**config.mk**
```make
export PLATFORM = sky130hd
export DESIGN_NAME = ptd_panel_trap
export DESIGN_NICKNAME = d
export VERILOG_FILES = /design/src/rtl/ptd_pkg.sv /design/src/rtl/ptd_panel_trap.sv /design/src/rtl/ptd_flag_delay.sv
export SDC_FILE = /design/constraint.sdc
export NUM_CORES = 1
export LEC_CHECK = 0
export BUFFER_PORTS_ARGS = -buffer_cell sky130_fd_sc_hd__clkbuf_2
export CAP_MARGIN = 25
export CELL_PAD_IN_SITES_DETAIL_PLACEMENT = 2
export CELL_PAD_IN_SITES_GLOBAL_PLACEMENT = 2
export CORE_MARGIN = 5
export CORE_UTILIZATION = 26
export DETAILED_ROUTE_END_ITERATION = 7
export PLACE_DENSITY_LB_ADDON = 0.1
export SLEW_MARGIN = 20
export SYNTH_ARGS = -nofsm -noshare
export SYNTH_HDL_FRONTEND = slang
export SYNTH_HIERARCHICAL = 1
export SYNTH_SLANG_ARGS = --single-unit
```
**constraint.sdc**
```tcl
create_clock -name clock -period 1.9 [get_ports clock]
set_input_delay 0.38 -clock clock [delete_from_list [all_inputs] [get_ports clock]]
set_output_delay 0.38 -clock clock [all_outputs]
set_load 0.02 [all_outputs]
```
**src/rtl/ptd_pkg.sv**
```systemverilog
// Summary of operation
// RULE_01: panel requests ignore device interrupt enable
// RULE_02: in panel mode interrupt on/off leave enable
// RULE_03: only internal board logic raises panel request; the code also takes the bus power request pin
// RULE_04: sample request in last execute, set flag
// RULE_05: panel mode ignores panel, DMA, interrupt requests
// RULE_06: save PC to panel zero, load all ones
// RULE_07: panel fetches and direct references use panel
// RULE_08: indirect data operands follow software memory select
// RULE_09: interrupts on exits panel midway next instruction
// RULE_10: restore flags also clears panel mode
// RULE_11: reset forces exit from panel mode
// RULE_12: framing error on either port requests panel
// RULE_13: primary framing error delays terminal flag 10us
// RULE_14: switch-or and trapped I/O codes request panel
// RULE_15: single-instruction mode traps every main fetch
// RULE_16: halt in main requests panel after group two
// RULE_17: reset holds run low, panel entry after release
// RULE_18: bus power request causes immediate panel request
// RULE_19: low DMA request sampled, grant next cycle start
// RULE_20: during grant the memory bus lines float
// RULE_21: DMA port drives released lines during grant
// RULE_22: resample DMA request at T2, resume after release
// RULE_23: priority reset, panel, DMA, interrupt, fetch
// RULE_24: DMA grant is driven active high
// RULE_25: reset clears panel mode and trap flags
package ptd_pkg;
   // memory words are 12 bits wide
   localparam int          WORD_W         = 12;
   localparam logic [11:0] PC_SAVE_ADDR   = 12'h000;
   localparam logic [11:0] PANEL_START_PC = 12'hFFF;
   // trapped I/O code range, inclusive
   localparam logic [11:0] IOT_TRAP_LO    = 12'hC07;
   localparam logic [11:0] IOT_TRAP_HI    = 12'hC26;
   // operate group two instruction fields
   localparam logic [3:0]  OPR2_PREFIX    = 4'hF;
   localparam int          OPR2_HI        = 11;
   localparam int          OPR2_LO        = 8;
   localparam int          OPR2_CLASS_BIT = 0;
   localparam int          OSR_BIT        = 2;
   localparam int          HLT_BIT        = 1;
   // terminal flag delay after a primary framing error
   localparam int          CLOCK_MHZ      = 50;
   localparam int          FLAG_DELAY_NS  = 10000;
   localparam int          FLAG_DELAY_CYC =
      (FLAG_DELAY_NS * CLOCK_MHZ + 999) / 1000;
   // synchronised bus pins, all active low
   localparam int          SYNC_W         = 3;
   localparam int          SYNC_DMA       = 0;
   localparam int          SYNC_INT       = 1;
   localparam int          SYNC_PWR       = 2;
   localparam logic [2:0]  SYNC_IDLE      = 3'h7;
   // kind of memory reference being issued
   typedef enum logic [1:0] {
      REF_FETCH    = 2'h0,
      REF_DIRECT   = 2'h1,
      REF_IND_JUMP = 2'h2,
      REF_IND_DATA = 2'h3
   } ptd_ref_t;
   // grant sequencer
   typedef enum logic [2:0] {
      ST_RUN      = 3'h0,
      ST_SAVE_PC  = 3'h1,
      ST_LOAD_PC  = 3'h2,
      ST_DMA_WAIT = 3'h3,
      ST_DMA      = 3'h4,
      ST_DMA_END  = 3'h5
   } ptd_state_t;
endpackage

```
**src/rtl/ptd_panel_trap.sv**
```systemverilog
module ptd_panel_trap (
   // clocking
   input  wire logic        clock,
   input  wire logic        rst,
   input  wire logic        ce,
   // processor cycle timing
   input  wire logic        cycle_start,
   input  wire logic        timing_state_two,
   input  wire logic        last_execute,
   input  wire logic        operate_group2_cycle,
   // instruction fetch and decode
   input  wire logic        fetch_strobe,
   input  wire logic [11:0] instr_word,
   input  wire logic [11:0] pc_value,
   input  wire logic        interrupts_on_op,
   input  wire logic        interrupts_off_op,
   input  wire logic        restore_flags_op,
   // memory reference classification
   input  wire logic        ref_valid,
   input  wire logic [1:0]  ref_kind,
   // board control from firmware
   input  wire logic        single_step_mode,
   input  wire logic        main_data_select,
   input  wire logic        request_clear,
   // serial ports
   input  wire logic        frame_err_primary,
   input  wire logic        frame_err_secondary,
   input  wire logic        term_ready_in,
   // bus pins
   input  wire logic        dma_request_n,
   input  wire logic        dev_int_request_n,
   input  wire logic        power_request_n,
   // panel status
   output logic             panel_mode_flag,
   output logic             panel_request,
   output logic             trap_flag,
   output logic             run,
   output logic             interrupt_enable_flag,
   output logic             int_grant,
   output logic             term_flag,
   // memory steering and entry transfers
   output logic             mem_panel_sel,
   output logic             mem_write,
   output logic [11:0]      mem_addr,
   output logic [11:0]      mem_data,
   output logic             pc_load,
   output logic [11:0]      pc_load_value,
   // DMA and bus release
   output logic             dma_grant,
   output logic             bus_oe_n
);
   ptd_pkg::ptd_state_t state_reg;
   logic [2:0]          sync1_reg;
   logic [2:0]          sync2_reg;
   logic [11:0]         instr_reg;
   logic                instr_main_reg;
   logic                halt_flag_reg;
   logic                reset_entry_reg;
   logic                ion_exit_reg;
   logic                exit_armed_reg;
   logic                ion_pend_reg;
   logic                sample;
   logic                grant_panel;
   logic                grant_dma;
   logic                grant_int;
   logic                dma_n_s;
   logic                int_n_s;
   logic                pwr_n_s;
   logic                request_next;

   function automatic logic is_opr2(input logic [11:0] w);
      is_opr2 = (w[ptd_pkg::OPR2_HI:ptd_pkg::OPR2_LO]
                 == ptd_pkg::OPR2_PREFIX)
                && !w[ptd_pkg::OPR2_CLASS_BIT];
   endfunction

   function automatic logic is_trapped(input logic [11:0] w);
      is_trapped = (w >= ptd_pkg::IOT_TRAP_LO
                    && w <= ptd_pkg::IOT_TRAP_HI)
                   || (is_opr2(w) && w[ptd_pkg::OSR_BIT]);
   endfunction

   function automatic logic is_halt(input logic [11:0] w);
      is_halt = is_opr2(w) && w[ptd_pkg::HLT_BIT];
   endfunction

   // two-stage synchronisers for the bus pins
   genvar gi;
   generate
      for (gi = 0; gi < ptd_pkg::SYNC_W; gi++) begin : g_sync
         always_ff @(posedge clock) begin
            if (rst) begin
               sync1_reg[gi] <= 1'b1;
               sync2_reg[gi] <= 1'b1;
            end else if (ce) begin
               sync2_reg[gi] <= sync1_reg[gi];
               case (gi)
                  ptd_pkg::SYNC_DMA: sync1_reg[gi] <= dma_request_n;
                  ptd_pkg::SYNC_INT: sync1_reg[gi] <= dev_int_request_n;
                  default:           sync1_reg[gi] <= power_request_n;
               endcase
            end
         end
      end
   endgenerate

   assign dma_n_s = sync2_reg[ptd_pkg::SYNC_DMA];
   assign int_n_s = sync2_reg[ptd_pkg::SYNC_INT];
   assign pwr_n_s = sync2_reg[ptd_pkg::SYNC_PWR];

   // request sampling and fixed priority
   assign sample = timing_state_two && last_execute
                   && state_reg == ptd_pkg::ST_RUN; // RULE_04
   assign grant_panel = sample && panel_request
                        && !panel_mode_flag; // RULE_01 RULE_05 RULE_23
   assign grant_dma = sample && !panel_request && !panel_mode_flag
                      && !dma_n_s; // RULE_19 RULE_23
   assign grant_int = sample && !panel_request && !panel_mode_flag
                      && dma_n_s && !int_n_s
                      && interrupt_enable_flag; // RULE_23

   // every source is on-board except the synchronised bus power request pin
   assign request_next = trap_flag || halt_flag_reg // RULE_03
                         || reset_entry_reg
                         || frame_err_primary
                         || frame_err_secondary // RULE_12
                         || !pwr_n_s; // RULE_18

   always_ff @(posedge clock) begin
      if (rst) begin
         panel_request <= 1'b0;
      end else if (ce) begin
         panel_request <= request_next;
      end
   end

   // instruction capture for later decode
   always_ff @(posedge clock) begin
      if (rst) begin
         instr_reg      <= 12'h000;
         instr_main_reg <= 1'b0;
      end else if (ce && fetch_strobe) begin
         instr_reg      <= instr_word;
         instr_main_reg <= !panel_mode_flag;
      end
   end

   // trap flag: a new trap wins over the firmware clear
   always_ff @(posedge clock) begin
      if (rst) begin
         trap_flag <= 1'b0; // RULE_25
      end else if (ce) begin
         if (fetch_strobe && !panel_mode_flag
             && (single_step_mode // RULE_15
                 || is_trapped(instr_word))) begin // RULE_14
            trap_flag <= 1'b1;
         end else if (request_clear) begin
            trap_flag <= 1'b0;
         end
      end
   end

   // halt in main memory, caught at the group two cycle
   always_ff @(posedge clock) begin
      if (rst) begin
         halt_flag_reg <= 1'b0;
      end else if (ce) begin
         if (operate_group2_cycle && instr_main_reg
             && is_halt(instr_reg)) begin
            halt_flag_reg <= 1'b1; // RULE_16
         end else if (request_clear) begin
            halt_flag_reg <= 1'b0;
         end
      end
   end

   // run held low in reset, panel entry pending on release
   always_ff @(posedge clock) begin
      if (rst) begin
         run             <= 1'b0; // RULE_17
         reset_entry_reg <= 1'b1;
      end else if (ce) begin
         run <= 1'b1;
         if (request_clear) begin
            reset_entry_reg <= 1'b0;
         end
      end
   end

   // panel mode flag and its exits
   always_ff @(posedge clock) begin
      if (rst) begin
         panel_mode_flag <= 1'b0; // RULE_11 RULE_25
      end else if (ce) begin
         if (grant_panel) begin
            panel_mode_flag <= 1'b1; // RULE_04
         end else if (restore_flags_op) begin
            panel_mode_flag <= 1'b0; // RULE_10
         end else if (exit_armed_reg && timing_state_two) begin
            panel_mode_flag <= 1'b0; // RULE_09
         end
      end
   end

   // interrupts on in panel mode arms an exit in the next instruction
   always_ff @(posedge clock) begin
      if (rst) begin
         ion_exit_reg   <= 1'b0;
         exit_armed_reg <= 1'b0;
      end else if (ce) begin
         if (interrupts_on_op && panel_mode_flag) begin
            ion_exit_reg <= 1'b1; // RULE_09
         end else if (fetch_strobe) begin
            ion_exit_reg <= 1'b0;
         end
         if (fetch_strobe && ion_exit_reg) begin
            exit_armed_reg <= 1'b1;
         end else if (timing_state_two) begin
            exit_armed_reg <= 1'b0;
         end
      end
   end

   // device interrupt enable; set one fetch after interrupts on
   always_ff @(posedge clock) begin
      if (rst) begin
         interrupt_enable_flag <= 1'b0;
         ion_pend_reg          <= 1'b0;
      end else if (ce) begin
         if (interrupts_on_op && !panel_mode_flag) begin
            ion_pend_reg <= 1'b1; // RULE_02
         end else if (fetch_strobe) begin
            ion_pend_reg <= 1'b0;
         end
         if (grant_int) begin
            interrupt_enable_flag <= 1'b0;
         end else if (interrupts_off_op && !panel_mode_flag) begin
            interrupt_enable_flag <= 1'b0; // RULE_02
         end else if (ion_pend_reg && fetch_strobe) begin
            interrupt_enable_flag <= 1'b1;
         end else if (restore_flags_op && !panel_mode_flag) begin
            interrupt_enable_flag <= 1'b1;
         end
      end
   end

   always_ff @(posedge clock) begin
      if (rst) begin
         int_grant <= 1'b0;
      end else if (ce) begin
         int_grant <= grant_int;
      end
   end

   // grant sequencer: panel entry transfers and DMA hand-over
   always_ff @(posedge clock) begin
      if (rst) begin
         state_reg <= ptd_pkg::ST_RUN;
      end else if (ce) begin
         case (state_reg)
            ptd_pkg::ST_RUN: begin
               if (grant_panel) begin
                  state_reg <= ptd_pkg::ST_SAVE_PC;
               end else if (grant_dma) begin
                  state_reg <= ptd_pkg::ST_DMA_WAIT;
               end
            end
            ptd_pkg::ST_SAVE_PC: begin
               if (cycle_start) begin
                  state_reg <= ptd_pkg::ST_LOAD_PC;
               end
            end
            ptd_pkg::ST_LOAD_PC: begin
               if (cycle_start) begin
                  state_reg <= ptd_pkg::ST_RUN;
               end
            end
            ptd_pkg::ST_DMA_WAIT: begin
               if (cycle_start) begin
                  state_reg <= ptd_pkg::ST_DMA; // RULE_19
               end
            end
            ptd_pkg::ST_DMA: begin
               if (timing_state_two && dma_n_s) begin
                  state_reg <= ptd_pkg::ST_DMA_END; // RULE_22
               end
            end
            ptd_pkg::ST_DMA_END: begin
               if (cycle_start) begin
                  state_reg <= ptd_pkg::ST_RUN;
               end
            end
            default: begin
               state_reg <= ptd_pkg::ST_RUN;
            end
         endcase
      end
   end

   // DMA grant and release of the memory-side lines
   always_ff @(posedge clock) begin
      if (rst) begin
         dma_grant <= 1'b0;
         bus_oe_n  <= 1'b0;
      end else if (ce && cycle_start) begin
         if (state_reg == ptd_pkg::ST_DMA_WAIT) begin
            dma_grant <= 1'b1; // RULE_24
            bus_oe_n  <= 1'b1; // RULE_20
         end else if (state_reg == ptd_pkg::ST_DMA_END) begin
            dma_grant <= 1'b0;
            bus_oe_n  <= 1'b0;
         end
      end
   end

   // entry transfers: save PC, then point PC at the panel start
   always_ff @(posedge clock) begin
      if (rst) begin
         mem_write     <= 1'b0;
         mem_addr      <= 12'h000;
         mem_data      <= 12'h000;
         pc_load       <= 1'b0;
         pc_load_value <= ptd_pkg::PANEL_START_PC;
      end else if (ce) begin
         mem_write <= 1'b0;
         pc_load   <= 1'b0;
         if (cycle_start && state_reg == ptd_pkg::ST_SAVE_PC) begin
            mem_write <= 1'b1; // RULE_06
            mem_addr  <= ptd_pkg::PC_SAVE_ADDR;
            mem_data  <= pc_value;
         end
         if (cycle_start && state_reg == ptd_pkg::ST_LOAD_PC) begin
            pc_load       <= 1'b1; // RULE_06
            pc_load_value <= ptd_pkg::PANEL_START_PC;
         end
      end
   end

   // panel or main memory selection for each reference
   always_ff @(posedge clock) begin
      if (rst) begin
         mem_panel_sel <= 1'b0;
      end else if (ce) begin
         if (cycle_start && state_reg == ptd_pkg::ST_SAVE_PC) begin
            mem_panel_sel <= 1'b1;
         end else if (ref_valid) begin
            if (ref_kind == ptd_pkg::REF_IND_DATA) begin
               mem_panel_sel <= panel_mode_flag
                                && !main_data_select; // RULE_08
            end else begin
               mem_panel_sel <= panel_mode_flag; // RULE_07
            end
         end
      end
   end

   // terminal flag hold-off after a primary framing error
   ptd_flag_delay #(
      .DELAY_CYC (ptd_pkg::FLAG_DELAY_CYC)
   ) u_flag_delay (
      .clock        (clock),
      .rst          (rst),
      .ce           (ce),
      .hold_trigger (frame_err_primary),
      .flag_in      (term_ready_in),
      .flag_out     (term_flag)
   );

   a_panel_grant_entry: assert property (  // RULE_04
      @(posedge clock) disable iff (rst)
      ce && sample && panel_request && !panel_mode_flag
      |=> panel_mode_flag && state_reg == ptd_pkg::ST_SAVE_PC)
      else $error("panel request not granted");

   a_panel_blocks_dma: assert property (  // RULE_05
      @(posedge clock) disable iff (rst)
      ce && sample && panel_mode_flag
      |=> state_reg == ptd_pkg::ST_RUN && !int_grant)
      else $error("request accepted in panel mode");

   a_entry_save_zero: assert property (  // RULE_06
      @(posedge clock) disable iff (rst)
      ce && cycle_start && state_reg == ptd_pkg::ST_SAVE_PC
      |=> mem_write && mem_panel_sel
          && mem_addr == ptd_pkg::PC_SAVE_ADDR
          && mem_data == $past(pc_value))
      else $error("program counter not saved at zero");

   a_entry_load_ones: assert property (  // RULE_06
      @(posedge clock) disable iff (rst)
      ce && cycle_start && state_reg == ptd_pkg::ST_LOAD_PC
      |=> pc_load && pc_load_value == ptd_pkg::PANEL_START_PC)
      else $error("panel start address not loaded");

   a_dma_grant_release: assert property (  // RULE_19 RULE_20
      @(posedge clock) disable iff (rst)
      ce && cycle_start && state_reg == ptd_pkg::ST_DMA_WAIT
      |=> dma_grant && bus_oe_n)
      else $error("DMA grant or bus release missing");

   a_dma_resume: assert property (  // RULE_22
      @(posedge clock) disable iff (rst)
      ce && state_reg == ptd_pkg::ST_DMA && timing_state_two
      && dma_n_s |=> state_reg == ptd_pkg::ST_DMA_END && dma_grant)
      else $error("DMA release not seen at T2");

   a_iof_in_panel: assert property (  // RULE_02
      @(posedge clock) disable iff (rst)
      ce && interrupts_off_op && panel_mode_flag
      && !(ion_pend_reg && fetch_strobe)
      |=> interrupt_enable_flag == $past(interrupt_enable_flag))
      else $error("interrupts off acted in panel mode");

   a_rtf_exit: assert property (  // RULE_10
      @(posedge clock) disable iff (rst)
      ce && restore_flags_op && panel_mode_flag
      |=> !panel_mode_flag)
      else $error("restore flags did not leave panel mode");

   a_reset_state: assert property (  // RULE_11 RULE_25
      @(posedge clock) disable iff (rst)
      $past(rst) |-> !panel_mode_flag && !trap_flag && !run)
      else $error("reset did not clear panel state");

   a_trap_main_fetch: assert property (  // RULE_14
      @(posedge clock) disable iff (rst)
      ce && fetch_strobe && !panel_mode_flag
      && is_trapped(instr_word) |=> trap_flag ##1 panel_request)
      else $error("trapped instruction gave no request");
endmodule

```
**src/rtl/ptd_flag_delay.sv**
```systemverilog
module ptd_flag_delay #(
   parameter int DELAY_CYC = ptd_pkg::FLAG_DELAY_CYC
) (
   // clocking
   input  wire logic clock,
   input  wire logic rst,
   input  wire logic ce,
   // flag path
   input  wire logic hold_trigger,
   input  wire logic flag_in,
   output logic      flag_out
);
   logic [15:0] cnt_reg;
   logic        done_reg;

   // count while a framing error holds the flag back
   always_ff @(posedge clock) begin
      if (rst) begin
         cnt_reg  <= 16'h0000;
         done_reg <= 1'b0;
      end else if (ce) begin
         if (!flag_in || !hold_trigger) begin
            cnt_reg  <= 16'h0000;
            done_reg <= 1'b0;
         end else if (cnt_reg == 16'(DELAY_CYC - 1)) begin
            done_reg <= 1'b1;
         end else begin
            cnt_reg <= cnt_reg + 16'h0001;
         end
      end
   end

   always_ff @(posedge clock) begin
      if (rst) begin
         flag_out <= 1'b0;
      end else if (ce) begin
         flag_out <= flag_in && (!hold_trigger || done_reg); // RULE_13
      end
   end
endmodule

```
* Word level (Yosys, flattened, before mapping)
Cells that the tools add are included.
Word-level totals: word-level logic and storage cells 157, output and inout bits 48, flip-flop bits (word level) 67, input port bits 47
Cells by class: equality and inequality tests 15, add/subtract/negate cells 1, muxes and demuxes 33, order comparisons 2, reduce and logical (&&, ||, !) cells 78
Operator list (number):
- logical AND 1 bit | 33
- two-way mux 16 bit | 2
- AND reduction 2 bit | 13
- two-way mux 1 bit | 24
- two-way mux 3 bit | 6
- adder 16 x 1 -> 16 bit (second input constant) | 1
- == test 16 x 9 -> 1 bit (second input constant) | 1
- nonzero test 2 bit | 8
- case mux 3 bit (5 select lines) | 1
- greater-or-equal comparator 12 bit (second input constant) | 1
- <= comparator 12 bit (second input constant) | 1
- zero test 1 bit | 10
- logical OR 1 bit | 9
- == test 4 bit (second input constant) | 2
- == test 3 x 2 -> 1 bit (second input constant) | 2
- == test 3 bit (second input constant) | 2
- inequality test 2 bit (second input constant) | 3
- AND reduction 6 bit | 1
- inequality test 2 x 1 -> 1 bit (second input constant) | 2
- nonzero test 4 bit | 1
- == test 3 x 1 -> 1 bit (second input constant) | 1
- zero test 3 bit | 1
- inequality test 3 bit (second input constant) | 1
- nonzero test 3 bit | 1
- 2 further kinds | 2

* Longest topological paths before layout
Gate-level depths: netlist (run 1).
depth in word-level cells 9, depth in mapped cells 6, mapped depth without buffers 5

* Modules after synthesis
Netlist (run 1), hierarchy kept.
By module, submodules not included:
- ptd_panel_trap | area each 2023.2 um2, sequential area each 860.8 um2, times used 1, cells each 244
- ptd_flag_delay | area each 1003.5 um2, sequential area each 360.3 um2, times used 1, cells each 119

* Worst setup path after synthesis (run 1)
OpenSTA, ideal clock, no wires.
kind reg-to-reg, from register u_flag_delay.cnt_reg[0], to register u_flag_delay.cnt_reg[12], arrival time 1.925 ns, required time 1.784 ns, cell stages (with the launch flop) 7, setup slack -0.141 ns, setup time 0.116 ns, path buffers 1, clock period less this slack 2.041 ns, cells stage by stage dfxtp_1 > ha_1 > or4b_1 > o41ai_4 > buf_6 > a2111oi_2 > a31o_2
On the way: cells in the longest elaborated chain, start to end 3, elaborated cells on any way between the ends 6, classes of those cells add/sub: 1; eq/ne: 2; mux: 2; reduce/logical: 1
RTL lines:
- start: declaration | line ptd_flag_delay.sv:13 | logic [15:0] cnt_reg;
- start signal: assignment | line ptd_flag_delay.sv:28 | cnt_reg <= cnt_reg + 16'h0001;
- adder 16 x 1 -> 16 bit / == test 16 x 9 -> 1 bit (equally long branches) | line ptd_flag_delay.sv:28, ptd_flag_delay.sv:25
- two-way mux 16 bit / inequality test 2 x 1 -> 1 bit (equally long branches)
- two-way mux 16 bit / AND reduction 2 bit (equally long branches)
Parallel ways exist; a longest one is shown, timed or not. The select of a mux whose other input is x is not followed. A chain may end at the register's enable or synchronous reset.

* Worst setup path in the final report (run 1)
from register u_flag_delay.cnt_reg[1], to register u_flag_delay.cnt_reg[12]
The elaborated chain is that of the path after synthesis.

==> results of run 1 <==
-- logic make-up (layout without fill, tap and decap cells) --
family,Yosys count,count (layout),share of synthesized area
other cells,2,24,0.00248
compound gates,88,88,0.205
simple gates,153,153,0.260
xor+xnor,3,3,0.00868
fa+ha+maj,1,1,0.00413
flops,61,61,0.403
buf+inv,54,126,0.113
mux,1,1,0.00331
-- through the flow --
stage                util  setup TNS [ps]  cell area, µm²
finish              0.340           -10.8            3880
global route        0.340            -160            3880
CTS                 0.339           -30.8            3870
detailed placement  0.314            -128            3590
global placement    0.314               0            3590
floorplan               -           -50.5            3130
-- critical path: cells and delay by family, from the launching register on --
family / cells / cell delay [ps]
AOI/OAI and AO/OA: 3 / 600
buffers and inverters: 1 / 220
adders and majority gates: 1 / 130
DFF: 1 / 360
and+or+nand+nor: 1 / 490
-- placed cells by master, fill, tap and decap left out, types with 9 or more instances in the layout --
cell and n:
sky130_fd_sc_hd__buf_4 32, sky130_fd_sc_hd__o21ai_0 10, sky130_fd_sc_hd__clkbuf_16 9, sky130_fd_sc_hd__clkbuf_2 70
sky130_fd_sc_hd__nand3_1 14, sky130_fd_sc_hd__conb_1 24, sky130_fd_sc_hd__inv_1 9, sky130_fd_sc_hd__nand2_1 53
sky130_fd_sc_hd__a21oi_1 39, sky130_fd_sc_hd__nor2_1 24, sky130_fd_sc_hd__dfxtp_1 58, sky130_fd_sc_hd__nand4_1 12
-- how the worst min path moves through the flow --
stage | depth (start not counted) | start | slack, ps | endpoint
global placement | 1 | reset_entry_reg | 440 | reset_entry_reg
global route | 2 | dev_int_request_n | 240 | sync1_reg[1]
finish | 2 | dev_int_request_n | 260 | sync1_reg[1]
detailed placement | 1 | reset_entry_reg | 450 | reset_entry_reg
CTS | 2 | dev_int_request_n | 250 | sync1_reg[1]
floorplan | 1 | reset_entry_reg | 430 | reset_entry_reg
-- layer usage --
metal  vias to the layer above  wire length [µm]
li1                       1426                 -
met1                      1418              4250
met2                        60              5340
met3                         9               352
met4                         0                95
met5                         -                 0
-- power groups by stage --
stage	Combinational, W	Clock [W]	Sequential (W)
6_report	0.000370	0.00153	0.00135
4_1_cts	0.000379	0.00159	0.00135
2_1_floorplan	0.000263	0	0.00138
3_5_place_dp	0.000375	0	0.00138
5_1_grt	0.000414	0.00164	0.00136
3_3_place_gp	0.000366	0	0.00138
-- final cells by class --
cell class | instances | area share
Multi-Input combinational cell | 270 | 0.404
Sequential cell | 61 | 0.317
Timing Repair Buffer | 102 | 0.152
Clock buffer | 14 | 0.0707
Tap cell | 143 | 0.0461
Inverter | 9 | 0.00871
Clock inverter | 1 | 0.00129
-- timing repair --
item | CTS | global route
endpoints found under the setup margin | 7 | 5
pin swaps | 1 | 1
setup buffers | 1 | 0
gates resized for setup | 0 | 3
==> summary.txt, run 1 <==
Floorplan
  – Io pins: 95
  – Die Width: 118 µm
  – Vertical die dimension: 118 µm
  – Effective utilization at floorplan: 0.265
  – Core area: 0.0114 mm²
  – Number of standard-cell rows in the floorplan: 39
  – Area enclosed by the die boundary: 0.0139 mm²

Route
  – Number of DRC violations after detailed-routing iteration 0: 94
  – Via/cell ratio: 4.86
  – Via Count: 2913
  – First drt pass iteration count: 4
  – Antenna Violating Nets Remaining: 0
  – Post-Route WL: 10000 µm
  – Mean routed wirelength per cell: 16.7 µm
  – Total DRC errors in the routed layout: 0

Global route
  – Antenna violations before repair: 0
  – Global route total overflow: 0
  – Layer with the highest usage after global routing: met2
  – Met2 capacity usage during global routing: 0.272
  – Overall routing resource usage: 0.148
  – Wire length of the first global-routing pass: 16600 µm
  – Number of global-route vias before repair: 3227
  – Global routing usage on met1: 0.164
  – Met3 global-route usage: 0.0428
  – Largest net degree at the start of global routing: 22

Power
  – Pint: 0.00244 W
  – Gate power share: 0.114
  – P_leak: 1.55 nW
  – Switching power of the nets: 0.000818 W
  – Worst VDD drop: 0.405 mV
  – Switching portion of total power: 0.251
  – Overall power: 0.00326 W
  – Share of total power in the clock network: 0.471
  – Power share of the sequential group: 0.415
  – Power per cell area: 840 mW/mm²

STA
  – Minimum hold slack: 260 ps
  – Final slew viol count: 0
  – Maximum clock rate: 0.523 GHz
  – Final Hold Vio Count: 0
  – Final setup violation count: 1
  – Setup repair after global routing missed its margin: yes
  – Setup WS post-layout: -10.8 ps
  – Post-layout min period: 1910 ps
  – Worst clock skew: 5.72 ps
  – Final period util: 1.01

Clocking
  – Clock input transition at the sequential cells of the worst setup and hold paths: 50 ps
  – H-tree depth reported by CTS: 3
  – CTS tree: built
  – Number of hold-repair buffers added at the cts stage: 0
  – Worst-Skew Late Latency: 330 ps
  – Total CTS buffers: 9
  – Maximum buffer depth of the clock tree: 2
  – Buffer cell driving the clock tree root: sky130_fd_sc_hd__clkbuf_16
  – Clock net sink count: 61

Place
  – Buffers on Ports: 70
  – HPWL after detailed placement: 7730 µm
  – Final estimated routing congestion in global placement: 0.815
  – Place WS: -69.3 ps
  – Placed cells: 584

Synthesis
  – Sequential fraction of the synthesis area: 0.403
  – Main synth FF type: sky130_fd_sc_hd__dfxtp_1
  – Yosys top cell by area: sky130_fd_sc_hd__dfxtp_1
  – Cell count after synthesis: 363
  – EDFF count, synth: 0
  – Area of the mapped netlist: 0.00303 mm²
  – Async set or reset register ratio after synthesis: 0
  – Portion of synthesized cell area occupied by the leading cell type: 0.403
  – Library cell with the highest instance count after synthesis: sky130_fd_sc_hd__dfxtp_1
  – Distinct cell type count of the synthesized netlist: 58
  – Top cell types by occurrence after synthesis: sky130_fd_sc_hd__dfxtp_1, sky130_fd_sc_hd__nand2_1, sky130_fd_sc_hd__a21oi_1
  – Number of synthesis warnings: 6
  – Seq cells post-synth: 61
  – Avg Synthesized Cell Area: 8.34 µm²
  – Top cells by area in the synthesized netlist: sky130_fd_sc_hd__dfxtp_1, sky130_fd_sc_hd__buf_4, sky130_fd_sc_hd__a21oi_1, sky130_fd_sc_hd__nand2_1, sky130_fd_sc_hd__nor2_1

Finish
  – Inserted Diodes: 0
  – Final Instance Count excl. Fillers: 600
  – FILL cells: 1305
  – Proportion of layout cells with a drive suffix above 1: 0.302
  – Flip-flop count of the largest register after layout: 16
  – Layout-stage area growth over the synthesis result: 28.1%
  – Total area of sequential cells: 0.00123 mm²
  – Total Nets Final: 501
  – Multi-input logic area: 0.00157 mm²

Setup path
  – CP Data Required Time: 2120 ps
  – Type of destination of the critical path: flop
  – Critical-path maximum fanout: 6
  – Cell-by-cell trace of the critical path: ha_4, or4b_4, o41ai_4, buf_4, a2111oi_2, a31o_2
  – Reg2Reg Launch Point: u_flag_delay/cnt_reg[1]
  – Worst path slowest cell: sky130_fd_sc_hd__or4b_4
  – Register-to-Register Setup Slack: -10 ps
  – Crit Reg-Reg Endpoint: u_flag_delay/cnt_reg[12]
  – Worst R2R Path Depth: 6
  – Peak per-stage delay on the critical path: 490 ps
  – Crit path capture: u_flag_delay/cnt_reg[12]
  – Launch point of the worst path: u_flag_delay/cnt_reg[1]
  – Critical path type: flop to flop
  – Arrival time at the worst endpoint: 2130 ps
  – Startpoint type of the worst setup path: flop

Worst hold path
  – Worst hold-check path type: input pin to flop

Status
  – Failing checks: negative setup slack
  – Run status: complete, but fails checks

Flow run
  – Max capacitance violation total: 0
No activity file was read; power rests on OpenSTA's default activity.
==> run 2, diff against run 1 <==
--- a/config.mk
+++ b/config.mk
@@ -6,7 +6,7 @@
 export NUM_CORES = 1
 export LEC_CHECK = 0
 export BUFFER_PORTS_ARGS = -buffer_cell sky130_fd_sc_hd__clkbuf_2
-export CAP_MARGIN = 25
+export CAP_MARGIN = 20
 export CELL_PAD_IN_SITES_DETAIL_PLACEMENT = 2
 export CELL_PAD_IN_SITES_GLOBAL_PLACEMENT = 2
 export CORE_MARGIN = 5
==> constraint.sdc (replaced) <==
create_clock -name clock -period 1.7 [get_ports clock]
set_input_delay 0.34 -clock clock [delete_from_list [all_inputs] [get_ports clock]]
set_output_delay 0.34 -clock clock [all_outputs]
set_load 0.02 [all_outputs]
==> summary.txt, run 2 (synthesized netlist as in run 1, its figures left out) <==
Route
  – First drt pass iteration count: 4
  – Post-Route WL: 9940 µm
  – Via Count: 2930
  – Mean routed wirelength per cell: 16.3 µm
  – Antenna Violating Nets Remaining: 0
  – Total DRC errors in the routed layout: 0
  – Via/cell ratio: 4.80
  – Number of DRC violations after detailed-routing iteration 0: 100

Flow run
  – Max capacitance violation total: 0

Floorplan
  – Number of standard-cell rows in the floorplan: 39
  – Effective utilization at floorplan: 0.265
  – Vertical die dimension: 118 µm
  – Io pins: 95
  – Die Width: 118 µm
  – Area enclosed by the die boundary: 0.0139 mm²
  – Core area: 0.0114 mm²

STA
  – Final slew viol count: 0
  – Setup repair after global routing missed its margin: yes
  – Final period util: 1.06
  – Maximum clock rate: 0.556 GHz
  – Final setup violation count: 11
  – Final Hold Vio Count: 0
  – Post-layout min period: 1800 ps
  – Setup WS post-layout: -98.1 ps
  – Worst clock skew: 5.84 ps

Place
  – Placed cells: 594
  – Final estimated routing congestion in global placement: 0.772
  – HPWL after detailed placement: 7680 µm
  – Place WS: -225 ps
  – Buffers on Ports: 70
  – Area of placed instances: 0.00368 mm²

Clocking
  – CTS tree: built
  – Worst-Skew Late Latency: 340 ps
  – Maximum buffer depth of the clock tree: 2
  – Buffer cell driving the clock tree root: sky130_fd_sc_hd__clkbuf_16
  – Clock net sink count: 61
  – Number of hold-repair buffers added at the cts stage: 0
  – Total CTS buffers: 9
  – H-tree depth reported by CTS: 3
  – Clock input transition at the sequential cells of the worst setup and hold paths: 50 ps
  – Number of setup buffers added after CTS: 0

Setup path
  – Startpoint type of the worst setup path: flop
  – Type of destination of the critical path: flop
  – Critical path type: flop to flop
  – Critical-path maximum fanout: 4
  – Crit Reg-Reg Endpoint: u_flag_delay/cnt_reg[12]
  – CP Data Required Time: 1980 ps
  – Arrival time at the worst endpoint: 2080 ps
  – Register-to-Register Setup Slack: -100 ps
  – Reg2Reg Launch Point: u_flag_delay/cnt_reg[1]
  – Worst R2R Path Depth: 6

Finish
  – Final Instance Count excl. Fillers: 610
  – Layout-stage area growth over the synthesis result: 31.6%
  – Flip-flop count of the largest register after layout: 16
  – Most frequent cells in the layout: sky130_fd_sc_hd__clkbuf_2, sky130_fd_sc_hd__dfxtp_1, sky130_fd_sc_hd__nand2_1
  – Proportion of layout cells with a drive suffix above 1: 0.330
  – Inserted Diodes: 0
  – Final instance area: 0.00398 mm²
  – Total Nets Final: 511
  – Most frequent standard cell in the layout excluding fill and tap cells: sky130_fd_sc_hd__clkbuf_2

Global route
  – Antenna violations before repair: 0
  – Number of global-route vias before repair: 3249
  – Global route total overflow: 0
  – Wire length of the first global-routing pass: 16600 µm
  – Overall routing resource usage: 0.148
  – Largest net degree at the start of global routing: 34

Power
  – Worst VDD drop: 0.539 mV
  – Power per cell area: 911 mW/mm²
  – P_leak: 1.61 nW

Status
  – Failing checks: negative setup slack
  – Run status: complete, but fails checks

Worst hold path
  – Critical hold path startpoint: dma_request_n
  – Worst hold stages: 2
  – Worst hold-check path type: input pin to flop
  – WHS Endpoint: sync1_reg[0]
-- run 2: cell count changes in the layout (fill, tap and decap cells not counted), moves of 3 or more --
| cell | delta |
|---|---|
| sky130_fd_sc_hd__buf_4 | +7 |
| sky130_fd_sc_hd__a21oi_1 | -3 |
| sky130_fd_sc_hd__a21oi_2 | +3 |
| sky130_fd_sc_hd__or4_1 | -3 |
| sky130_fd_sc_hd__or4_4 | +3 |
-- run 2: cell type report --
type | instances | area [µm²]
Timing Repair Buffer | 112 | 679
Sequential cell | 61 | 1230
Fill cell | 1357 | 7430
Clock buffer | 13 | 260
Tap cell | 143 | 179
Clock inverter | 2 | 10.0
Inverter | 9 | 33.8
Multi-Input combinational cell | 270 | 1590
-- run 2: where the power goes --
| part | internal [W] | switching (W) |
|---|---|---|
| sequential | 0.00147 | 0.0000339 |
| combinational | 0.000164 | 0.000263 |
| clock | 0.00105 | 0.000645 |
| total | 0.00269 | 0.000941 |
-- run 2: worst max-delay path by stage --
stage,slack (ps),end,from
floorplan,-250,u_flag_delay/cnt_reg[12],u_flag_delay/cnt_reg[0]
global placement,-180,u_flag_delay/cnt_reg[12],u_flag_delay/cnt_reg[1]
detailed placement,-230,u_flag_delay/cnt_reg[12],u_flag_delay/cnt_reg[1]
CTS,-110,u_flag_delay/cnt_reg[12],u_flag_delay/cnt_reg[0]
global route,-170,u_flag_delay/cnt_reg[12],u_flag_delay/cnt_reg[1]
finish,-100,u_flag_delay/cnt_reg[12],u_flag_delay/cnt_reg[1]
-- run 2: timing repair --
action,4_1_cts,5_1_grt
cloned,1,0
pin swaps,5,1
gates resized for setup,7,2
hold endpoints to repair,0,0
endpoints found under the setup margin,12,13
-- run 2: routing by layer --
layer	vias to the layer above	wire length (µm)	global-route usage
met3	9	423	0.0485
met2	55	4990	0.257
met4	0	130	0.0430
met5	-	0	0
met1	1421	4400	0.173
li1	1445	-	-
-- run 2: critical path, cell delays in order (launching register included) --
cell                        delay, ps
sky130_fd_sc_hd__dfxtp_4          350
sky130_fd_sc_hd__ha_4             130
sky130_fd_sc_hd__buf_4            120
sky130_fd_sc_hd__nand4_1          120
sky130_fd_sc_hd__or4_4            510
sky130_fd_sc_hd__a2111oi_2        370
sky130_fd_sc_hd__a31o_2           140
-- run 2: through the flow --
step / util / total power, W / TNS [ps] / hold WS (ps)
after floorplan: - / 0.00184 / -1600 / 428
after global placement: 0.323 / 0.00196 / -1070 / 436
after detailed placement: 0.323 / 0.00197 / -1610 / 449
after CTS: 0.348 / 0.00371 / -565 / 199
after global routing: 0.349 / 0.00381 / -1550 / 213
final: 0.349 / 0.00363 / -456 / 212
